`config.mk`:
```
export PLATFORM = sky130hd
export DESIGN_NAME = ard_top
export DESIGN_NICKNAME = d
export VERILOG_FILES = /design/src/core/ard_map_decode.v /design/src/core/ard_top.v
export VERILOG_INCLUDE_DIRS = /design/src /design/src/core
export SDC_FILE = /design/constraint.sdc
export NUM_CORES = 1
export LEC_CHECK = 0
export BUFFER_PORTS_ARGS = -buffer_cell sky130_fd_sc_hd__clkbuf_2
export CAP_MARGIN = 20
export CELL_PAD_IN_SITES_DETAIL_PLACEMENT = 0
export CELL_PAD_IN_SITES_GLOBAL_PLACEMENT = 2
export CORE_MARGIN = 2
export CORE_UTILIZATION = 32
export CTS_CLUSTER_SIZE = 16
export DETAILED_ROUTE_END_ITERATION = 12
export GPL_ROUTABILITY_DRIVEN = 0
export PLACE_DENSITY = 0.78
export REMOVE_ABC_BUFFERS = 1
export SYNTH_ARGS = -nofsm -noshare
export SYNTH_HDL_FRONTEND = slang
export SYNTH_SLANG_ARGS = --single-unit
```
`constraint.sdc`:
```
create_clock -name clk -period 10.5 [get_ports clk]
set_clock_uncertainty 0.1 [all_clocks]
set_input_delay 2.1 -clock clk [delete_from_list [all_inputs] [get_ports clk]]
set_output_delay 2.1 -clock clk [all_outputs]
set_load 0.01 [all_outputs]
```
`src/core/ard_defs.vh`:
```
// Address map, region codes and memory type codes for the region decoder
`ifndef ARD_DEFS_VH
`define ARD_DEFS_VH

`define ARD_RGN_NONE 3'h0
`define ARD_RGN_FLASH 3'h1
`define ARD_RGN_SRAM 3'h2
`define ARD_RGN_SRAM_ALIAS 3'h3
`define ARD_RGN_PERIPH 3'h4
`define ARD_RGN_PERIPH_ALIAS 3'h5
`define ARD_RGN_PPB 3'h6

`define ARD_TYPE_NORMAL 2'h0
`define ARD_TYPE_DEVICE 2'h1
`define ARD_TYPE_STRONG 2'h2

`define ARD_AREA_CODE 3'h0
`define ARD_AREA_SRAM 3'h1
`define ARD_AREA_PERIPH 3'h2
`define ARD_AREA_XRAM_LO 3'h3
`define ARD_AREA_XRAM_HI 3'h4
`define ARD_AREA_XDEV_LO 3'h5
`define ARD_AREA_XDEV_HI 3'h6

`define ARD_FLASH_LO 32'h0000_0000
`define ARD_FLASH_HI 32'h0003_FFFF
`define ARD_SRAM_LO 32'h2000_0000
`define ARD_SRAM_HI 32'h2000_FFFF
`define ARD_SALIAS_LO 32'h2200_0000
`define ARD_SALIAS_HI 32'h221F_FFFF
`define ARD_PERI_LO 32'h4000_0000
`define ARD_PERI_HI 32'h400F_FFFF
`define ARD_PALIAS_LO 32'h4200_0000
`define ARD_PALIAS_HI 32'h43FF_FFFF
`define ARD_PPB_LO 32'hE000_0000
`define ARD_PPB_HI 32'hE00F_FFFF
`define ARD_DBG_HI 32'hE000_2FFF
`define ARD_SYS_LO 32'hE000_E000
`define ARD_SYS_HI 32'hE000_EFFF
`define ARD_TPIU_LO 32'hE004_0000
`define ARD_TPIU_HI 32'hE004_0FFF

`endif

```
`src/core/ard_map_decode.v`:
```
// Combinational address to region, memory type and execute-never decode
`timescale 1ns/1ps
`default_nettype none
`include "ard_defs.vh"

module ard_map_decode (
  input wire [31:0] addr,
  input wire mpu_enable,
  input wire mpu_hit,
  input wire [1:0] mpu_type,
  input wire mpu_xn,
  output reg [2:0] region,
  output reg [1:0] mem_type,
  output reg execute_never,
  output reg reserved
);

  function in_rng;
    input [31:0] a;
    input [31:0] lo;
    input [31:0] hi;
    begin
      in_rng = (a >= lo) && (a <= hi);
    end
  endfunction

  // Fixed map, no remap state at all
  always @* begin
    region = `ARD_RGN_NONE;
    if (in_rng(addr, `ARD_FLASH_LO, `ARD_FLASH_HI)) region = `ARD_RGN_FLASH;
    if (in_rng(addr, `ARD_SRAM_LO, `ARD_SRAM_HI)) region = `ARD_RGN_SRAM;
    if (in_rng(addr, `ARD_SALIAS_LO, `ARD_SALIAS_HI)) region = `ARD_RGN_SRAM_ALIAS;
    if (in_rng(addr, `ARD_PERI_LO, `ARD_PERI_HI)) region = `ARD_RGN_PERIPH;
    if (in_rng(addr, `ARD_PALIAS_LO, `ARD_PALIAS_HI)) region = `ARD_RGN_PERIPH_ALIAS;
    if (in_rng(addr, `ARD_PPB_LO, `ARD_DBG_HI) || in_rng(addr, `ARD_SYS_LO, `ARD_SYS_HI) ||
        in_rng(addr, `ARD_TPIU_LO, `ARD_TPIU_HI)) region = `ARD_RGN_PPB;
    reserved = (region == `ARD_RGN_NONE);
    case (addr[31:29])
      `ARD_AREA_CODE, `ARD_AREA_SRAM, `ARD_AREA_XRAM_LO, `ARD_AREA_XRAM_HI: begin
        mem_type = `ARD_TYPE_NORMAL;
        execute_never = 1'b0;
      end
      `ARD_AREA_PERIPH, `ARD_AREA_XDEV_LO, `ARD_AREA_XDEV_HI: begin
        mem_type = `ARD_TYPE_DEVICE;
        execute_never = 1'b1;
      end
      default: begin
        mem_type = `ARD_TYPE_STRONG;
        execute_never = 1'b1;
      end
    endcase
    // Protection unit wins on attributes but never makes a hole usable
    if (mpu_enable && mpu_hit) begin
      mem_type = mpu_type;
      execute_never = mpu_xn;
    end
  end

endmodule // ard_map_decode
`default_nettype wire

```
`src/core/ard_top.v`:
```
// Region decoder with access ordering, posted Device writes and barriers
`timescale 1ns/1ps
`default_nettype none
`include "ard_defs.vh"
// Function
// - Fixed 4 GB map, identical after every reset, no remapping.
// - Reserved data accesses and executable-space fetches answer with a bus fault, no data, no store.
// - SRAM and its alias window are routed to their own regions.
// - Peripheral alias window covers the low peripheral megabyte.
// - Code region is Normal and executable for fetches and data.
// - SRAM region is Normal and executable for fetches and data.
// - Peripheral region and its alias are Device and execute-never.
// - External device space is Device and execute-never.
// - Private peripheral bus space is Strongly Ordered, execute-never.
// - Normal accesses may pass buffered Device writes.
// - Device accesses keep order against Device and Strongly Ordered.
// - Strongly Ordered accesses keep order against every access.
// - Device writes may post; Strongly Ordered writes ack at target.
// - Execute-never fetches blocked; fault only when executed.
// - First Device or Strongly Ordered access reaches target first.
// - Enabled protection unit overrides type and execute-never.
// - Speculative instruction fetches are accepted like any fetch.
// - Memory barrier drains all before any later access issues.
// - Sync barrier drains all before later instructions execute.
// - Instruction barrier drains, then flushes fetched instructions.
// - Priority change committed when a following sync barrier ends.
// - Strongly Ordered accesses are ordered without any barrier.

module ard_top #(
  parameter DW = 32
) (
  input wire clk,
  input wire sys_rst,
  input wire mpu_enable,
  input wire ibus_mpu_hit,
  input wire [1:0] ibus_mpu_type,
  input wire ibus_mpu_xn,
  input wire dbus_mpu_hit,
  input wire [1:0] dbus_mpu_type,
  input wire dbus_mpu_xn,
  input wire ibus_req,
  input wire [31:0] ibus_addr,
  output reg ibus_done,
  output reg ibus_fault,
  output reg ibus_xn_tag,
  output reg [DW-1:0] ibus_rdata,
  input wire exec_valid,
  input wire exec_xn_tag,
  output reg exec_fault,
  input wire dbus_req,
  input wire [31:0] dbus_addr,
  input wire dbus_write,
  input wire [DW-1:0] dbus_wdata,
  output reg dbus_done,
  output reg dbus_fault,
  output reg [DW-1:0] dbus_rdata,
  input wire data_memory_barrier,
  input wire data_sync_barrier,
  input wire instruction_sync_barrier,
  output reg barrier_done,
  output reg exec_hold,
  output reg fetch_flush,
  output reg prio_commit,
  output reg posted_err,
  output reg tgt_req,
  output reg [31:0] tgt_addr,
  output reg tgt_write,
  output reg [DW-1:0] tgt_wdata,
  output reg [2:0] tgt_region,
  output reg [1:0] tgt_type,
  input wire tgt_ack,
  input wire tgt_err,
  input wire [DW-1:0] tgt_rdata
);

  localparam ST_IDLE = 2'h0;
  localparam ST_FRONT = 2'h1;
  localparam ST_DRAIN = 2'h2;

  reg [1:0] state_reg;
  reg [1:0] state_next;
  reg own_d_reg;
  reg buf_full_reg;
  reg [31:0] buf_addr_reg;
  reg [DW-1:0] buf_data_reg;
  reg [2:0] buf_rgn_reg;
  reg dmb_pend_reg;
  reg dsb_pend_reg;
  reg isb_pend_reg;

  wire [2:0] i_rgn;
  wire [1:0] i_type;
  wire i_xn;
  wire i_resv;
  wire [2:0] d_rgn;
  wire [1:0] d_type;
  wire d_xn;
  wire d_resv;

  // Device and Strongly Ordered both take part in the ordering rules
  function is_ordered;
    input [1:0] mtype;
    begin
      is_ordered = (mtype != `ARD_TYPE_NORMAL);
    end
  endfunction

  // A failed target access hands back zero rather than stale bus data
  function [DW-1:0] ans_data;
    input err;
    input [DW-1:0] rdata;
    begin
      ans_data = err ? {DW{1'b0}} : rdata;
    end
  endfunction

  // Both masters decode in the same cycle their address is shown
  ard_map_decode u_idec (
    .addr(ibus_addr),
    .mpu_enable(mpu_enable),
    .mpu_hit(ibus_mpu_hit),
    .mpu_type(ibus_mpu_type),
    .mpu_xn(ibus_mpu_xn),
    .region(i_rgn),
    .mem_type(i_type),
    .execute_never(i_xn),
    .reserved(i_resv)
  );

  ard_map_decode u_ddec (
    .addr(dbus_addr),
    .mpu_enable(mpu_enable),
    .mpu_hit(dbus_mpu_hit),
    .mpu_type(dbus_mpu_type),
    .mpu_xn(dbus_mpu_xn),
    .region(d_rgn),
    .mem_type(d_type),
    .execute_never(d_xn),
    .reserved(d_resv)
  );

  wire idle = (state_reg == ST_IDLE);
  wire bar_pend = dmb_pend_reg | dsb_pend_reg | isb_pend_reg;

  // Done is still high while the master swaps its request, so skip it
  wire d_ok = idle & dbus_req & ~dbus_done & ~bar_pend;
  wire d_ord = is_ordered(d_type);
  // Ordered access must see the buffered Device write land first
  wire d_wait = buf_full_reg & d_ord;
  wire act_dfault = d_ok & d_resv;
  // Only Device writes post; Strongly Ordered writes must reach the target
  wire act_dpost = d_ok & ~d_resv & ~buf_full_reg & dbus_write &
                   (d_type == `ARD_TYPE_DEVICE);
  wire act_dissue = d_ok & ~d_resv & ~d_wait & ~act_dpost;

  // Speculative and branch-target fetches take the same path
  wire i_ok = idle & ~d_ok & ibus_req & ~ibus_done & ~bar_pend;
  // Fetches from ordered space also wait for the posted write
  wire i_wait = buf_full_reg & is_ordered(i_type);
  wire act_ixn = i_ok & i_xn;
  wire act_ifault = i_ok & ~i_xn & i_resv;
  wire act_iissue = i_ok & ~i_xn & ~i_resv & ~i_wait;

  wire act_drain = idle & buf_full_reg & ~act_dfault & ~act_dissue &
                   ~act_ixn & ~act_ifault & ~act_iissue;
  // Single outstanding transaction, so an empty buffer means all done
  wire act_bar = idle & bar_pend & ~buf_full_reg;

  always @* begin
    state_next = state_reg;
    case (state_reg)
      ST_IDLE: begin
        if (act_dissue || act_iissue)
          state_next = ST_FRONT;
        else if (act_drain)
          state_next = ST_DRAIN;
      end
      ST_FRONT: begin
        if (tgt_ack)
          state_next = ST_IDLE;
      end
      ST_DRAIN: begin
        if (tgt_ack)
          state_next = ST_IDLE;
      end
      default: begin
        state_next = ST_IDLE;
      end
    endcase
  end

  always @(posedge clk or posedge sys_rst) begin
    if (sys_rst) begin
      state_reg <= ST_IDLE;
      own_d_reg <= 1'b0;
    end else begin
      state_reg <= state_next;
      if (act_dissue)
        own_d_reg <= 1'b1;
      else if (act_iissue)
        own_d_reg <= 1'b0;
    end
  end

  // Posted Device write buffer, one entry
  always @(posedge clk or posedge sys_rst) begin
    if (sys_rst) begin
      buf_full_reg <= 1'b0;
      buf_addr_reg <= 32'h0000_0000;
      buf_data_reg <= {DW{1'b0}};
      buf_rgn_reg <= `ARD_RGN_NONE;
    end else begin
      if (act_dpost) begin
        buf_full_reg <= 1'b1;
        buf_addr_reg <= dbus_addr;
        buf_data_reg <= dbus_wdata;
        buf_rgn_reg <= d_rgn;
      end else if (state_reg == ST_DRAIN && tgt_ack) begin
        buf_full_reg <= 1'b0;
      end
    end
  end

  // Target side request, held until acknowledged
  always @(posedge clk or posedge sys_rst) begin
    if (sys_rst) begin
      tgt_req <= 1'b0;
      tgt_addr <= 32'h0000_0000;
      tgt_write <= 1'b0;
      tgt_wdata <= {DW{1'b0}};
      tgt_region <= `ARD_RGN_NONE;
      tgt_type <= `ARD_TYPE_NORMAL;
    end else begin
      if (act_dissue) begin
        tgt_req <= 1'b1;
        tgt_addr <= dbus_addr;
        tgt_write <= dbus_write;
        tgt_wdata <= dbus_wdata;
        tgt_region <= d_rgn;
        tgt_type <= d_type;
      end else if (act_iissue) begin
        tgt_req <= 1'b1;
        tgt_addr <= ibus_addr;
        tgt_write <= 1'b0;
        tgt_wdata <= {DW{1'b0}};
        tgt_region <= i_rgn;
        tgt_type <= i_type;
      end else if (act_drain) begin
        tgt_req <= 1'b1;
        tgt_addr <= buf_addr_reg;
        tgt_write <= 1'b1;
        tgt_wdata <= buf_data_reg;
        tgt_region <= buf_rgn_reg;
        tgt_type <= `ARD_TYPE_DEVICE;
      end else if (tgt_ack) begin
        tgt_req <= 1'b0;
      end
    end
  end

  // Front-door answer goes back to whichever master owns the access
  wire front_ack = (state_reg == ST_FRONT) & tgt_ack;

  // Data master answers; Strongly Ordered writes wait for the target
  always @(posedge clk or posedge sys_rst) begin
    if (sys_rst) begin
      dbus_done <= 1'b0;
      dbus_fault <= 1'b0;
      dbus_rdata <= {DW{1'b0}};
    end else begin
      dbus_done <= act_dfault | act_dpost | (front_ack & own_d_reg);
      dbus_fault <= act_dfault | (front_ack & own_d_reg & tgt_err);
      if (front_ack && own_d_reg)
        dbus_rdata <= ans_data(tgt_err, tgt_rdata);
      else if (act_dfault || act_dpost)
        dbus_rdata <= {DW{1'b0}};
    end
  end

  // Instruction master answers; blocked fetches only carry a tag
  always @(posedge clk or posedge sys_rst) begin
    if (sys_rst) begin
      ibus_done <= 1'b0;
      ibus_fault <= 1'b0;
      ibus_xn_tag <= 1'b0;
      ibus_rdata <= {DW{1'b0}};
    end else begin
      ibus_done <= act_ixn | act_ifault | (front_ack & ~own_d_reg);
      ibus_fault <= act_ifault | (front_ack & ~own_d_reg & tgt_err);
      ibus_xn_tag <= act_ixn;
      if (front_ack && !own_d_reg)
        ibus_rdata <= ans_data(tgt_err, tgt_rdata);
      else if (act_ixn || act_ifault)
        ibus_rdata <= {DW{1'b0}};
    end
  end

  // A prefetched but discarded blocked fetch never faults
  always @(posedge clk or posedge sys_rst) begin
    if (sys_rst)
      exec_fault <= 1'b0;
    else
      exec_fault <= exec_valid & exec_xn_tag;
  end

  // Posted writes cannot report back, so flag a lost one
  always @(posedge clk or posedge sys_rst) begin
    if (sys_rst)
      posted_err <= 1'b0;
    else
      posted_err <= (state_reg == ST_DRAIN) & tgt_ack & tgt_err;
  end

  // Barrier pending flags; a new barrier wins over completion
  always @(posedge clk or posedge sys_rst) begin
    if (sys_rst) begin
      dmb_pend_reg <= 1'b0;
      dsb_pend_reg <= 1'b0;
      isb_pend_reg <= 1'b0;
    end else begin
      dmb_pend_reg <= data_memory_barrier | (dmb_pend_reg & ~act_bar);
      dsb_pend_reg <= data_sync_barrier | (dsb_pend_reg & ~act_bar);
      isb_pend_reg <= instruction_sync_barrier | (isb_pend_reg & ~act_bar);
    end
  end

  always @(posedge clk or posedge sys_rst) begin
    if (sys_rst) begin
      barrier_done <= 1'b0;
      exec_hold <= 1'b0;
      fetch_flush <= 1'b0;
      prio_commit <= 1'b0;
    end else begin
      barrier_done <= act_bar;
      // Execution stalls from the sync barrier until it completes
      exec_hold <= data_sync_barrier | (dsb_pend_reg & ~act_bar);
      fetch_flush <= act_bar & isb_pend_reg;
      prio_commit <= act_bar & dsb_pend_reg;
    end
  end

endmodule // ard_top
`default_nettype wire

```
Yosys cells after proc, flatten, opt, wreduce, memory -nomap -nowiden
Cells that the tools add are included.
{"block": "classes", "n_lt_le_gt_ge": 32, "eq_ne": 17, "n_mux": 50, "bitwise": 71, "reduce_logical": 48}
{"operator": "$mux 32", "count": 11}
{"operator": "$ge 32x32->1 const B", "count": 6}
{"operator": "$le 32x32->1 const B", "count": 6}
{"operator": "$ge 32x30->1 const B", "count": 4}
{"operator": "$ge 32x31->1 const B", "count": 4}
{"operator": "$le 32x30->1 const B", "count": 4}
{"operator": "$le 32x31->1 const B", "count": 4}
{"operator": "$ge 32x1->1 const B", "count": 2}
{"operator": "$le 32x18->1 const B", "count": 2}
{"operator": "$and 1x1->1", "count": 42}
{"operator": "$mux 3", "count": 9}
{"operator": "$mux 2", "count": 12}
{"operator": "$logic_and 1x1->1", "count": 21}
{"operator": "$eq 3x3->1 const B", "count": 6}
{"operator": "$not 1->1", "count": 18}
{"operator": "$mux 1", "count": 15}
{"operator": "$eq 3x2->1 const B", "count": 4}
{"operator": "$logic_not 3->1", "count": 4}
{"operator": "$pmux 2 s2", "count": 3}
{"operator": "$reduce_bool 2->1", "count": 6}
{"operator": "$or 1x1->1", "count": 11}
{"operator": "$reduce_or 4->1", "count": 2}
{"operator": "$logic_or 1x1->1", "count": 7}
{"operator": "$eq 3x1->1 const B", "count": 2}
{"operator": "11 further kinds", "count": 13}
{"block": "totals", "regBits": 219, "out_inout_bits": 146}

Logic depth before layout (Yosys ltp)
{"block": "depth", "ltp_word": 24, "ltp_mapped": 11}

Modules after synthesis
Synthesis repeated with hierarchy kept, for this count alone.
{"block": "hier_totals", "cells_unflattened": 831, "area_unflattened_um2": 9625.5}
{"mod": "ard_top", "n_inst": 1, "cells_each": 755, "area_each_um2": 9085.0}
{"mod": "ard_map_decode", "n_inst": 2, "cells_each": 38, "area_each_um2": 270.3}

Worst setup path after synthesis
Ideal clock, no wire load.
{"block": "synth_path", "kind": "in2reg", "start": "input ibus_addr[27]", "end": "register tgt_addr[30]", "arrival_ns": 4.250, "path_slack_ns": 6.025, "stages": 9, "path_buffers": 2, "path_cell_list": "or4b_1 -> o2bb2a_4 -> o32ai_4 -> o31ai_1 -> buf_4 -> buf_6 -> a221oi_1 -> a21oi_1 -> mux2_4"}
{"block": "synth_between", "elab_chain_len": 15, "word_cells_on_any_way": 44, "cone_classes": "order compare: 16; mux: 8; bitwise: 8; reduce/logical: 12"}
{"item": "start: declaration", "line": "ard_top.v:42", "text": "input wire [31:0] ibus_addr,"}
{"item": "$ge 32x1->1 / $le 32x18->1 (equally long branches)", "line": "ard_map_decode.v:23", "text": "in_rng = (a >= lo) && (a <= hi);"}
{"item": "$logic_and 1x1->1", "line": "ard_map_decode.v:23"}
{"item": "$mux 1", "line": "ard_map_decode.v:30", "text": "if (in_rng(addr, `ARD_FLASH_LO, `ARD_FLASH_HI)) region = `ARD_RGN_FLASH;"}
{"item": "$mux 2", "line": "ard_map_decode.v:31", "text": "if (in_rng(addr, `ARD_SRAM_LO, `ARD_SRAM_HI)) region = `ARD_RGN_SRAM;"}
{"item": "$mux 2", "line": "ard_map_decode.v:32", "text": "if (in_rng(addr, `ARD_SALIAS_LO, `ARD_SALIAS_HI)) region = `ARD_RGN_SRAM_ALIAS;"}
{"item": "$mux 3", "line": "ard_map_decode.v:33", "text": "if (in_rng(addr, `ARD_PERI_LO, `ARD_PERI_HI)) region = `ARD_RGN_PERIPH;"}
{"item": "$mux 3", "line": "ard_map_decode.v:34", "text": "if (in_rng(addr, `ARD_PALIAS_LO, `ARD_PALIAS_HI)) region = `ARD_RGN_PERIPH_ALIAS;"}
{"item": "$mux 3 (*)", "line": "ard_map_decode.v:35", "text": "if (in_rng(addr, `ARD_PPB_LO, `ARD_DBG_HI) || in_rng(addr, `ARD_SYS_LO, `ARD_SYS_HI) ||"}
{"item": "$logic_not 3->1 (no source line) (*)"}
{"item": "$not 1->1", "line": "ard_top.v:162", "text": "wire act_iissue = i_ok & ~i_xn & ~i_resv & ~i_wait;"}
{"item": "$and 1x1->1 (2 in series)", "line": "ard_top.v:162"}
{"item": "$not 1->1", "line": "ard_top.v:165", "text": "~act_ixn & ~act_ifault & ~act_iissue;"}
{"item": "$and 1x1->1", "line": "ard_top.v:165"}
{"item": "$reduce_bool 3->1 (no source line)"}
{"item": "end signal: assignment", "line": "ard_top.v:236", "text": "tgt_addr <= dbus_addr;"}
{"item": "end signal: assignment", "line": "ard_top.v:243", "text": "tgt_addr <= ibus_addr;"}
{"item": "end signal: assignment", "line": "ard_top.v:250", "text": "tgt_addr <= buf_addr_reg;"}
{"item": "end: declaration", "line": "ard_top.v:66", "text": "output reg [31:0] tgt_addr,"}
Mark *: on every way between the ends. The rest lies on a longest branch, timed or not.
A chain may end at the register's enable or synchronous reset.

Final worst setup path
{"block": "layout_path", "start": "input ibus_addr[27]", "end": "register tgt_addr[4]"}
Same word-level chain as after synthesis.

==> summary.md <==
| Metric | Value |
|---|---|
| RSZ-0062 raised after global routing | `no` |
| Fin. Hold Viols | `0` |
| Grt total ovfl | `0` |
| # setup viols final | `0` |
| Routed WL | `30200 um` |
| CTS tree | `built` |
| Status | `finished clean` |
| Avg Inst Size Synth | `10.4 sq um` |
| Nets@finish | `1391` |
| Final core area utilization | `0.416` |
| Hold_ws | `0.364 ns` |
| Main area contributors after synthesis | `dfrtp_1 (55%), nand2_1 (9.9%), mux2i_1 (5.8%)` |
| I/O Buffers | `293` |
| Gr usage total | `0.183` |
| Synth top area share | `0.549` |
| Setup TNS | `0 ns` |
| Vias in the first global route | `8032` |
| Crit path kind | `in -> reg` |
| Final slew viol count | `0` |
| Crit end category | `flip-flop` |
| CTS Root Cell | `clkbuf_16` |
| Starting Density | `0.326` |
| Initial antenna violation count | `3` |
| Worst Setup Slack, final | `5.36 ns` |
| Critical Path Source | `ibus_addr[27]` |
| Async set-reset flop share out of synthesis | `1.00` |
| Share of cells above drive strength 1 | `0.324` |
| Count of state elements after synthesis | `219` |
| Setup bufs post-CTS | `0` |
| Routed len/inst | `18.2 um` |
| Remaining DRCs | `0` |
| Count of different cell masters after synthesis | `67` |
| Hold WC Path Type | `reg -> reg` |
| Commonest non-fill, non-tap cell in the layout | `clkbuf_2` |
| Die X | `181 um` |
| Number of synthesized flops with an enable pin | `0` |
| Most frequent cells in the layout | `clkbuf_2 (293), nand2_1 (264), dfrtp_1 (219)` |
| Slew @ Worst Pin | `0.826 ns` |
| Average vias per placed instance | `4.84` |
| Gate Count Post-Synth | `960` |
| Fin crit period | `5.14 ns` |
| Netlist Area Pre-Place | `9990 sq um` |
| Final HPWL DP | `19700 um` |
| Leading area contributor after synthesis | `dfrtp_1` |
| CTS Buffer Depth | `3` |
| Normalized max-slew margin | `0.449` |
| Period utilisation layout | `0.490` |
| First-pass GRT wire length | `48000 um` |
| Design area | `12700 sq um` |
| Top fanout value on the critical path | `48` |
| Register area share after synthesis | `0.549` |
| DIE AREA | `32600 sq um` |
| Post-route ant nets | `0` |
| DP Worst Slack | `4.78 ns` |
| Fillers | `3076` |
| Htree depth | `1` |
| Pre-Repair DR Iteration Count | `4` |
| Placed cell count | `1606` |
| # rows | `64` |
| Die height | `181 um` |
| CP Launch Type | `input port` |
| CORE AREA | `30700 sq um` |
| Min-delay src | `buf_addr_reg[14]$_DFFE_PP0P_` |
| Post-CTS Resized | `0` |
| Pin count of the biggest net entering global routing | `120` |
| Io pins | `295` |
| CTS clk-pin slew, worst paths | `0.06 ns` |
| Fmax | `0.194 GHz` |
| P&R area growth vs syn | `27.6%` |
| Clock sinks | `219` |
| DR iter-0 viols | `386` |
| Via count | `8024` |
| Main flop type after synthesis | `dfrtp_1` |
| Worst Path Arrival | `5.48 ns` |
| Hold-fix buffers at CTS | `0` |
| Final Power | `1.93 mW` |
| CTS buffer count | `27` |
| MaxCap Viol Count | `0` |
| Finished Layout Cells | `1657` |
| Area after DPL | `11800 sq um` |
| Clk Latency, worst-skew pair | `0.55 ns` |
| Worst Path Required | `10.83 ns` |
| Synth Warn # | `0` |
| VDD IR max | `0.000111 V` |
| Leak | `6.67 nW` |
| PD cells | `152 nW/um^2` |
| FF-to-FF Start | `state_reg[0]$_DFFE_PP0P_` |
per-layer routing:
metal  routed length [um]  up-vias  GRT usage  share of wire
met5                   13        -          0        0.00043
met4                  677        2     0.0426          0.022
met3                 2220       35     0.0507          0.073
met2                13700      237      0.285           0.45
met1                13600     3854      0.253           0.45
li1                     -     3896          -              -
area by class of cell:
cell class / count / area, sq um / area share
antenna: 1 / 2.50 / 0.000196
clock buffer: 36 / 769 / 0.0604
clock inverter: 14 / 163 / 0.0128
inverter: 12 / 52.6 / 0.00412
multi-input combinational: 671 / 4200 / 0.330
sequential: 219 / 5480 / 0.430
tap: 396 / 495 / 0.0389
timing repair buffer: 308 / 1580 / 0.124
power by group:
group	leakage (nW)	switching [mW]	total, mW	internal (mW)
logic	3.18	0.0657	0.105	0.0394
clock network	0.467	0.382	0.971	0.589
registers	3.02	0.00435	0.856	0.852
worst max-delay path, cell delays in order:
cell,delay (ns)
clkbuf_2,0.10
or4b_1,0.59
or2_1,0.25
o22ai_1,0.40
nor4_2,0.15
nor4_4,0.28
buf_4,0.66
nor2_4,0.17
buf_4,0.34
mux2_4,0.36
cells in the mapped netlist, drive strengths merged, types with 2 or more instances:
master / instances
dfrtp: 219
o32a: 3
buf: 25
a31oi: 4
inv: 11
nor4b: 2
o21a: 4
o22ai: 2
a21o: 5
nand4: 2
nand3b: 4
o221ai: 2
a21oi: 44
nor2b: 6
mux2i: 58
or4: 5
or3b: 2
a21bo: 3
nand2b: 7
nand2: 265
nand3: 14
mux2: 30
o211ai: 4
nor3: 5
o21ai: 47
a21boi: 2
or2: 3
and3: 5
nor4: 9
o2bb2ai: 63
and2: 7
o31ai: 2
clkbuf: 33
ha: 3
nor2: 42
kinds of logic (layout without fill, tap and decap cells):
logic type      count (synthesis)  count (layout)  synth area share
mux                            88              88             0.103
buf+inv                        70             370            0.0352
flops                         219             219             0.549
fa+ha+maj                       4               4           0.00476
simple gates                  383             383             0.170
other cells                     0               1                 0
compound gates                196             196             0.139
worst paths after layout:
kind | to | slack (ns) | depth (start not counted)
worst max-delay path | tgt_addr[4]$_DFFE_PP0P_ | 5.36 | 10
worst min-delay path | buf_addr_reg[14]$_DFFE_PP0P_ | 0.36 | 2
worst max register to register | tgt_addr[20]$_DFFE_PP0P_ | 6.56 | 9
worst min register to register | buf_addr_reg[14]$_DFFE_PP0P_ | 0.36 | 2
max in group asynchronous | tgt_addr[19]$_DFFE_PP0P_ | 7.40 | 3
min in group asynchronous | exec_fault$_DFF_PP0_ | 1.63 | 2
Power figures use the tool's default switching activity.
